<file path="config.mk">
export PLATFORM = sky130hd
export DESIGN_NAME = adc_device_end_flat
export DESIGN_NICKNAME = d
export VERILOG_FILES = /design/src/hdl/adc_link_pkg.sv /design/src/hdl/adc_link_if.sv /design/src/hdl/adc_device_end.sv /design/src/flat_wrapper.sv
export VERILOG_INCLUDE_DIRS = /design/src /design/src/hdl
export SDC_FILE = /design/constraint.sdc
export NUM_CORES = 1
export LEC_CHECK = 0
export BUFFER_PORTS_ARGS = -buffer_cell sky130_fd_sc_hd__buf_2
export CAP_MARGIN = 20
export CORE_ASPECT_RATIO = 1.1
export CORE_MARGIN = 2
export CORE_UTILIZATION = 24
export DETAILED_ROUTE_END_ITERATION = 8
export REMOVE_ABC_BUFFERS = 1
export SLEW_MARGIN = 5
export SYNTH_ARGS = -nofsm -noshare
export SYNTH_HDL_FRONTEND = slang
export SYNTH_SLANG_ARGS = --single-unit
</file>
<file path="constraint.sdc">
create_clock -name clk -period 4.1 [get_ports clk]
set_input_delay 0.82 -clock clk [delete_from_list [all_inputs] [get_ports clk]]
set_output_delay 0.82 -clock clk [all_outputs]
set_load 0.05 [all_outputs]
</file>
<file path="src/hdl/adc_link_cfg.svh">
// timing counts and field positions for the converter link
`ifndef ADC_LINK_CFG_SVH
`define ADC_LINK_CFG_SVH
`define RESULT_WIDTH      12
`define RESULT_LSB_POS    0
`define RESULT_MSB_POS    11
`define CHAN_SEL_WIDTH    2
`define PACE_RATIO        16
`define CONV_CLK_DIV      4
`define CHAN_ZERO_CODE    2'h0
`define CHAN_ONE_CODE     2'h1
`define CHAN_TWO_CODE     2'h2
`define CHAN_THREE_CODE   2'h3
`define STROBE_HOLD_LAST  3'h7
`endif

</file>
<file path="src/hdl/adc_link_pkg.sv">
// types shared by both ends of the converter link
package adc_link_pkg;
  typedef logic [11:0] result_t;
  typedef logic [1:0]  chan_t;
  typedef enum logic [1:0] {
    DEV_IDLE = 2'h0,
    DEV_CONV = 2'h1,
    DEV_DONE = 2'h3
  } dev_state_e;
  typedef enum logic [2:0] {
    HOST_IDLE  = 3'h0,
    HOST_START = 3'h1,
    HOST_WAIT  = 3'h3,
    HOST_READ  = 3'h2,
    HOST_TAKE  = 3'h6
  } host_state_e;
endpackage

</file>
<file path="src/hdl/adc_link_if.sv">
// pins between the converter and its host
`timescale 1ns/1ps
interface adc_link_if;
  logic        cs_b;
  logic        rd_b;
  logic        wr_b;
  logic        chan_sel_low_bit;
  logic        chan_sel_high_bit;
  logic        conv_clk;
  logic        busy;
  logic [11:0] result_out;
  logic        result_oe;
  modport device (
    input  cs_b, rd_b, wr_b, chan_sel_low_bit, chan_sel_high_bit, conv_clk,
    output busy, result_out, result_oe
  );
  modport host (
    output cs_b, rd_b, wr_b, chan_sel_low_bit, chan_sel_high_bit, conv_clk,
    input  busy, result_out, result_oe
  );
endinterface

</file>
<file path="src/hdl/adc_device_end.sv">
// converter end: strobe decode, channel latch, paced conversion, result bus
//
// Operation
// cs and read low drive result out
// cs and convert strobe low start conversion
// starting conversion floats the data outputs
// convert channel given during convert strobe
// latch channel on read or convert rise
// channel code 00..11 selects inputs zero..three
// busy low for whole conversion
// busy rises when conversion completes
// busy rise re-enables result outputs
// pace conversion from sixteen external clocks
// result lsb on lowest data line
// result is twelve bits, msb line eleven
// host waits busy high, no early restart
`timescale 1ns/1ps
`include "adc_link_cfg.svh"
module adc_device_end #(
  parameter int PACE = `PACE_RATIO
) (
  input  wire logic        clk,
  input  wire logic        rst_b,
  adc_link_if.device       link,
  input  wire logic [11:0] analog_input_zero,
  input  wire logic [11:0] analog_input_one,
  input  wire logic [11:0] analog_input_two,
  input  wire logic [11:0] analog_input_three,
  output logic [1:0]       conv_channel,
  output logic             conv_done
);
  // two-flop synchronisers for every pin from the host
  logic [5:0] pin_meta;
  logic [5:0] pin_sync;
  logic       cs_b_s;
  logic       rd_b_s;
  logic       wr_b_s;
  logic [1:0] sel_s;
  logic       pace_s;
  logic       rd_b_q;
  logic       wr_b_q;
  logic       pace_q;

  always_ff @(posedge clk) begin
    pin_meta <= {link.conv_clk, link.chan_sel_high_bit, link.chan_sel_low_bit, link.wr_b, link.rd_b, link.cs_b};
    pin_sync <= pin_meta;
  end

  // bit positions follow the order in which the pins are packed above
  assign cs_b_s = pin_sync[0];
  assign rd_b_s = pin_sync[1];
  assign wr_b_s = pin_sync[2];
  assign sel_s  = pin_sync[4:3];
  assign pace_s = pin_sync[5];

  // edge history of the synchronised strobes
  always_ff @(posedge clk) begin
    if (!rst_b) begin
      rd_b_q <= 1'b1;
      wr_b_q <= 1'b1;
      pace_q <= 1'b0;
    end else begin
      rd_b_q <= rd_b_s;
      wr_b_q <= wr_b_s;
      pace_q <= pace_s;
    end
  end

  // strobe decode
  logic start_req;
  logic read_req;
  logic rd_rise;
  logic wr_rise;
  logic pace_tick;
  assign start_req = !cs_b_s && !wr_b_s;
  assign read_req  = !cs_b_s && !rd_b_s;
  assign rd_rise   = rd_b_s && !rd_b_q;
  assign wr_rise   = wr_b_s && !wr_b_q;
  assign pace_tick = pace_s && !pace_q;

  // channel decode to the selected analog input
  function automatic logic [11:0] pick_input(input logic [1:0] code,
                                             input logic [11:0] in0,
                                             input logic [11:0] in1,
                                             input logic [11:0] in2,
                                             input logic [11:0] in3);
    logic [11:0] v;
    v = in0;
    unique case (code)
      `CHAN_ZERO_CODE:  v = in0;
      `CHAN_ONE_CODE:   v = in1;
      `CHAN_TWO_CODE:   v = in2;
      `CHAN_THREE_CODE: v = in3;
    endcase
    return v;
  endfunction

  // state, channel latch, sample, pace counter
  adc_link_pkg::dev_state_e state;
  adc_link_pkg::dev_state_e next_state;
  logic [1:0]  chan;
  logic [1:0]  chan_cap;
  logic [11:0] sample;
  logic [11:0] result;
  logic [4:0]  pace_cnt;
  logic        pace_end;
  logic [11:0] picked;

  logic [1:0]  conv_sel;
  logic        take_sample;
  logic        take_result;

  // a channel latched on this very edge is already the one to convert;
  // without the bypass the first pace tick could sample the old input
  assign conv_sel = (wr_rise || rd_rise) ? chan_cap : chan;
  assign pace_end = (pace_cnt == 5'(PACE - 1));
  assign picked   = pick_input(conv_sel, analog_input_zero, analog_input_one,
                               analog_input_two, analog_input_three);

  // sample on each pace tick at count zero, hand over on the last
  assign take_sample = (state == adc_link_pkg::DEV_CONV) && pace_tick && (pace_cnt == 5'h00);
  assign take_result = (state == adc_link_pkg::DEV_CONV) && pace_tick && pace_end;

  // a new start enters conversion from idle or done; during a conversion it only restarts the pace count
  always_comb begin
    next_state = state;
    unique case (state)
      adc_link_pkg::DEV_IDLE: if (start_req) next_state = adc_link_pkg::DEV_CONV;
      adc_link_pkg::DEV_CONV: if (pace_tick && pace_end) next_state = adc_link_pkg::DEV_DONE;
      adc_link_pkg::DEV_DONE: if (start_req) next_state = adc_link_pkg::DEV_CONV;
      default: next_state = adc_link_pkg::DEV_IDLE;
    endcase
  end

  // channel is sampled while the convert or read strobe is held, kept on its rise
  always_ff @(posedge clk) begin
    if (!rst_b) begin
      chan_cap <= `CHAN_ZERO_CODE;
    end else if (!cs_b_s && (!wr_b_s || !rd_b_s)) begin
      chan_cap <= sel_s;
    end
  end

  // channel in use, taken over on the rise of either strobe
  always_ff @(posedge clk) begin
    if (!rst_b) begin
      chan <= `CHAN_ZERO_CODE;
    end else if (wr_rise || rd_rise) begin
      chan <= chan_cap;
    end
  end

  // state register
  always_ff @(posedge clk) begin
    if (!rst_b) begin
      state <= adc_link_pkg::DEV_IDLE;
    end else begin
      state <= next_state;
    end
  end

  // pace counter runs over sixteen external clock ticks
  always_ff @(posedge clk) begin
    if (!rst_b || start_req) begin
      pace_cnt <= 5'h00;
    end else if (state == adc_link_pkg::DEV_CONV && pace_tick) begin
      pace_cnt <= pace_cnt + 5'h01;
    end
  end

  // sample the input on each pace tick while the count is zero, hold the result once done
  always_ff @(posedge clk) begin
    if (!rst_b) begin
      sample <= 12'h000;
      result <= 12'h000;
    end else begin
      if (take_sample) begin
        sample <= picked;
      end
      if (take_result) begin
        result <= sample;
      end
    end
  end

  // next values of the pins toward the host
  logic        next_busy;
  logic [11:0] next_result_out;
  logic        next_result_oe;
  logic        next_done;
  assign next_busy       = (next_state != adc_link_pkg::DEV_CONV);
  assign next_result_out = (next_state == adc_link_pkg::DEV_DONE && state != next_state) ? sample : result;
  assign next_result_oe  = read_req && !start_req && next_busy;
  assign next_done       = (state == adc_link_pkg::DEV_CONV) && (next_state == adc_link_pkg::DEV_DONE);

  // outputs: busy low in conversion, bus enabled by read once done
  always_ff @(posedge clk) begin
    if (!rst_b) begin
      link.busy       <= 1'b1;
      link.result_out <= 12'h000;
      link.result_oe  <= 1'b0;
      conv_channel    <= `CHAN_ZERO_CODE;
      conv_done       <= 1'b0;
    end else begin
      link.busy       <= next_busy;
      link.result_out <= next_result_out;
      link.result_oe  <= next_result_oe;
      conv_channel    <= chan;
      conv_done       <= next_done;
    end
  end
endmodule

</file>
<file path="src/flat_wrapper.sv">
// flat-port wrapper written by rule: the top's interface ports become plain ports
module adc_device_end_flat 
#(
  parameter int PACE = `PACE_RATIO
)
  (clk, rst_b, analog_input_zero, analog_input_one, analog_input_two, analog_input_three, conv_channel, conv_done, link_cs_b, link_rd_b, link_wr_b, link_chan_sel_low_bit, link_chan_sel_high_bit, link_conv_clk, link_busy, link_result_out, link_result_oe);
  adc_link_if link_i ();
  input  wire logic clk;
  input  wire logic rst_b;
  input  wire logic [11:0] analog_input_zero;
  input  wire logic [11:0] analog_input_one;
  input  wire logic [11:0] analog_input_two;
  input  wire logic [11:0] analog_input_three;
  output logic [1:0] conv_channel;
  output logic conv_done;
  input wire logic [$bits(link_i.cs_b)-1:0] link_cs_b;
  input wire logic [$bits(link_i.rd_b)-1:0] link_rd_b;
  input wire logic [$bits(link_i.wr_b)-1:0] link_wr_b;
  input wire logic [$bits(link_i.chan_sel_low_bit)-1:0] link_chan_sel_low_bit;
  input wire logic [$bits(link_i.chan_sel_high_bit)-1:0] link_chan_sel_high_bit;
  input wire logic [$bits(link_i.conv_clk)-1:0] link_conv_clk;
  output wire logic [$bits(link_i.busy)-1:0] link_busy;
  output wire logic [$bits(link_i.result_out)-1:0] link_result_out;
  output wire logic [$bits(link_i.result_oe)-1:0] link_result_oe;
  assign link_i.cs_b = link_cs_b;
  assign link_i.rd_b = link_rd_b;
  assign link_i.wr_b = link_wr_b;
  assign link_i.chan_sel_low_bit = link_chan_sel_low_bit;
  assign link_i.chan_sel_high_bit = link_chan_sel_high_bit;
  assign link_i.conv_clk = link_conv_clk;
  assign link_busy = link_i.busy;
  assign link_result_out = link_i.result_out;
  assign link_result_oe = link_i.result_oe;
  adc_device_end #(.PACE(PACE)) u_core (.clk(clk), .rst_b(rst_b), .link(link_i), .analog_input_zero(analog_input_zero), .analog_input_one(analog_input_one), .analog_input_two(analog_input_two), .analog_input_three(analog_input_three), .conv_channel(conv_channel), .conv_done(conv_done));
endmodule
</file>
# == Word-level counts from Yosys, hierarchy flattened ==
# Index checks and enable logic that the tools add are counted.
# totals
ff_bits,67
inputBits,56
elab_cells,61
# op_classes
addsub,1
eq_ne,9
n_mux,6
reduce_logical,29
# op_table
cell,n
$pmux W12 S4,1
$logic_and A1 B1 Y1,14
$mux W12,1
$eq A2 B2 Y1 const B,4
$logic_not A1 Y1,8
$mux W2,3
$add A5 B1 Y5 const B,1
$eq A5 B4 Y1 const B,1
$logic_not A5 Y1,1
$eq A2 B1 Y1 const B,2
$logic_not A2 Y1,2
$pmux W2 S2,1
$logic_or A1 B1 Y1,3
$ne A2 B1 Y1 const B,1
$ne A2 B2 Y1,1
$reduce_or A2 Y1,1

# == Logic depth before layout (Yosys ltp) ==
# depth
word_depth,8
depth_mapped,9

# == Worst setup path after synthesis ==
# Ideal clock, no wire load.
# synth_path
path_type,input to register
startpoint,input rst_b
endpoint,register u_core.sample[2]
setup_ns,0.069
arrival_ns,1.639
path_slack_ns,2.392
stages,6
path_cell_list,clkbuf_1 > inv_2 > nor2_4 > buf_6 > o221ai_1 > o21ai_1
# synth_lines
item,line,source
start: declaration,flat_wrapper.sv:9,input wire logic rst_b;
end signal: assignment,adc_device_end.sv:178,sample <= picked;
end: declaration,adc_device_end.sv:103,logic [11:0] sample;

# == Worst setup path after layout ==
# layout_path
startpoint,register u_core.state[0]
endpoint,register u_core.link.result_out[5]
# layout_via
elab_chain_len,6
word_cells_on_any_way,11
classes_between,4 x eq/ne; 4 x mux; 3 x reduce/logical
# layout_rtl
item,line,source
start: declaration,adc_device_end.sv:99,adc_link_pkg::dev_state_e state;
start signal: assignment,adc_device_end.sv:156,state <= adc_link_pkg::DEV_IDLE;
start signal: assignment,adc_device_end.sv:158,state <= next_state;
$eq A2 B2 Y1 / $logic_not A2 Y1 (equally long branches),adc_device_end.sv:127,unique case (state)
$reduce_or A2 Y1 (no line),-,
$pmux W2 S2,adc_device_end.sv:127,
$eq A2 B2 Y1 / $ne A2 B2 Y1 (equally long branches),adc_device_end.sv:192,assign next_result_out = (next_state == adc_link_pkg::DEV_DONE && state != next_state) ? sample : result;
$logic_and A1 B1 Y1 (*),adc_device_end.sv:192,
$mux W12 (*),adc_device_end.sv:192,
end signal: assignment,adc_device_end.sv:206,link.result_out <= next_result_out;
end: declaration,adc_link_if.sv:15,"output busy, result_out, result_oe"
# Mark *: on every way between the ends. The rest lies on a longest branch, timed or not.
# A chain may end at the register's enable or synchronous reset.

==> results.cfg <==
[run]
drv_cap = 0

[synthesis]
syn_area_sq_um = 2780
ys_ff_latch = 67
syn_inst = 294
synth_most_common_cell = dfxtp_1
synthFlopType = dfxtp_1
synth_async_sr_flop_share = 0
postSynthAreaPerCell_sq_um = 9.44
synth_top_area_frac = 0.483
synth.area.top_cells = dfxtp_1, nand2_1, o221ai_2
synth-edff-count = 0
ys_warn_count = 0
yosys-top-cells-count = dfxtp_1, nand2_1, o21ai_1, a21oi_1, nand3_1
synth_seq_area_share = 0.483
yosys.area.top_type = dfxtp_1
synth_cell_types = 43

[drt]
met1_length_um = 3100
drt_iter0_drc = 78
wl_per_cell_um = 13.2
ant_nets = 0
wl_met3_um = 364
drt-total-wl_um = 6860
routed-wl-met2_um = 3250
vias = 2268
drc = 0
drt_pass1_iterations = 4
top_layer = met4
viasPerCell = 4.38

[pwr]
power.leakage_uw = 0.00141
switching_share = 0.227
p_seq_frac = 0.422
p_sw_uw = 367
power_density_nw_per_um2 = 453
p_int_uw = 1250
ir_worst_vdd_v = 0.000221
p_clk_frac = 0.506
combPwrFrac = 0.072

[layout]
final_area_sq_um = 3570
area.growth.synth_to_final_pct = 28.8
fillers = 1214
multi_input_area_sq_um = 1300
stdcell_count = 518
n_antenna_cell = 0
fin_nets = 424
seqCellArea_sq_um = 1340
drive_above_1_share = 0.326
utilization = 0.314

[critical_path]
critPathRequiredTime_ns = 4.36
path_cells = ha_1, and3b_1, nand2_2, a211oi_4, nand3_1, o21ai_1
reg2reg_from = u_core.state[0]$_SDFF_PN0_
r2r_setup_slack_ns = 1.50
crit_buf_inv = 0
cp-startpoint = u_core.state[0]$_SDFF_PN0_
crit_arrival_ns = 2.85
worstPathMaxFanout = 24
cp-start-kind = register
slowest_delay_ns = 0.85
crit_type = reg -> reg
endpoint_kind = register
crit_family = compound AO/OA/AOI/OAI gates
cp_slowest_cell = a211oi_4

[hold_path]
hold_path.class = reg -> reg
hold_start = u_core.pin_meta[1]$_DFF_P_

[clocking]
htreeDepth = 3
cts_setup_buffers = 0
cts_hold_buf = 0
clk_pin_slew_ns = 0.06
insertion_delay_ns = 0.33
cts_tree = yes
cts_buffers = 9
cts_resized = 0
clock-root-buffer = clkbuf_16
cts.path.max_buffers = 2
cts_sinks = 67

[global_routing]
grt_pass1_wl_um = 11100
first_global_vias = 2337
grt.total_usage = 0.116
globalRoute.totalOverflow = 0
antenna_found_initial = 0
grt_max_degree = 34

[sta]
fin_ws_ns = 1.50
slew_viol_final = 0
worstMarginPinSlew_ns = 1.03
setup_violations = 0
skew_ns = 0.00763
rsz0062_at_grt = false
finalHoldViolCount = 0
finalCriticalPeriod_ns = 2.60
timing.slew.headroom = 0.313
finalCritPeriodShare = 0.633
fmax_ghz = 0.385
fin_tns_setup_ns = 0

[placed_design]
portBuffers = 72
preCtsSetupSlack_ns = 1.48
placed_cell_area_sq_um = 3250
hpwl_um = 4910
post-place-cells = 502
routabilityCongestion = 0.773

[die]
fp.dieH_um = 117
core_area_sq_um = 11400
ios = 73
die_w_um = 107
rows = 41
die_area_sq_um = 12400
initial_core_util = 0.244

[run_status]
status = finished clean
==> sequential cells by signal (all words and copies together) (netlist names) <==
register / count
u_core.link.result_oe: 1
u_core.conv_channel: 2
u_core.pin_sync: 6
u_core.pin_meta: 6
u_core.sample: 12
u_core.pace_cnt: 5
u_core.link.busy: 1
u_core.link.result_out: 12
u_core.chan: 2
u_core.result: 12
u_core.conv_done: 1
u_core.chan_cap: 2
u_core.state: 2
u_core.wr_b_q: 1
u_core.pace_q: 1
u_core.rd_b_q: 1
==> final cells by class <==
cell class                 instances  share of cell area
clock inverter                     7              0.0280
timing repair buffer              76               0.109
sequential                        67               0.375
tap                              150              0.0525
clock buffer                       9              0.0630
multi-input combinational        202               0.364
inverter                           7             0.00735
==> through the flow <==
step	hold WS [ns]	power (uW)
final	0.327	1620
after floorplan	0.310	755
after global routing	0.329	1680
after detailed placement	0.313	815
after global placement	0.313	812
after CTS	0.326	1640
==> per-layer routing <==
layer / global-route usage / vias to the layer above
met4: 0.0416 / 0
met5: 0 / -
met3: 0.0377 / 13
li1: - / 1166
met2: 0.205 / 61
met1: 0.133 / 1028
==> worst paths after layout <==
check | endpoint | depth (start not counted)
worst max-delay path | u_core.link.result_out[5]$_SDFF_PN0_ | 6
worst min-delay path | u_core.pin_sync[1]$_DFF_P_ | 0
worst max register to register | u_core.link.result_out[5]$_SDFF_PN0_ | 6
worst min register to register | u_core.pin_sync[1]$_DFF_P_ | 0
==> power groups by stage <==
| stage | clock network, uW | logic (uW) | registers, uW |
|---|---|---|---|
| 6_report | 819 | 116 | 684 |
| 5_1_grt | 864 | 127 | 686 |
| 4_1_cts | 837 | 118 | 684 |
| 3_5_place_dp | 0 | 117 | 698 |
| 3_3_place_gp | 0 | 114 | 697 |
| 2_1_floorplan | 0 | 54.7 | 700 |
==> layout by cell type (no fill, tap or decap), types with 2 or more instances in the layout <==
cell,synthesis,layout
inv_1,6,6
o21ai_0,2,2
a211oi_1,4,4
mux2i_1,5,5
a211oi_2,8,8
and3_1,2,2
o221ai_1,2,2
nand3_1,15,15
nor2_1,13,13
nor4b_1,2,2
clkinv_4,0,3
a21boi_0,11,11
a21oi_1,17,17
nand2b_1,5,5
nand2_2,2,2
ha_1,5,5
dfxtp_1,67,67
bufinv_16,0,2
o21ai_1,24,24
buf_4,4,4
and2_1,6,6
clkbuf_16,0,9
nand2_1,50,50
xor2_1,2,2
buf_2,5,72
o221ai_2,10,10
==> kinds of logic (layout without fill, tap and decap cells) <==
| logic type | after synthesis | after routing | synth area share |
|---|---|---|---|
| AND/OR/NAND/NOR | 104 | 104 | 0.179 |
| AO/OA/AOI/OAI | 85 | 85 | 0.239 |
| multiplexers | 5 | 5 | 0.0180 |
| flip-flops | 67 | 67 | 0.483 |
| adder cells (fa/ha/maj) | 5 | 5 | 0.0225 |
| buffers and inverters | 25 | 99 | 0.0496 |
| XOR/XNOR | 3 | 3 | 0.00947 |
(Power assumes the default switching activity.)
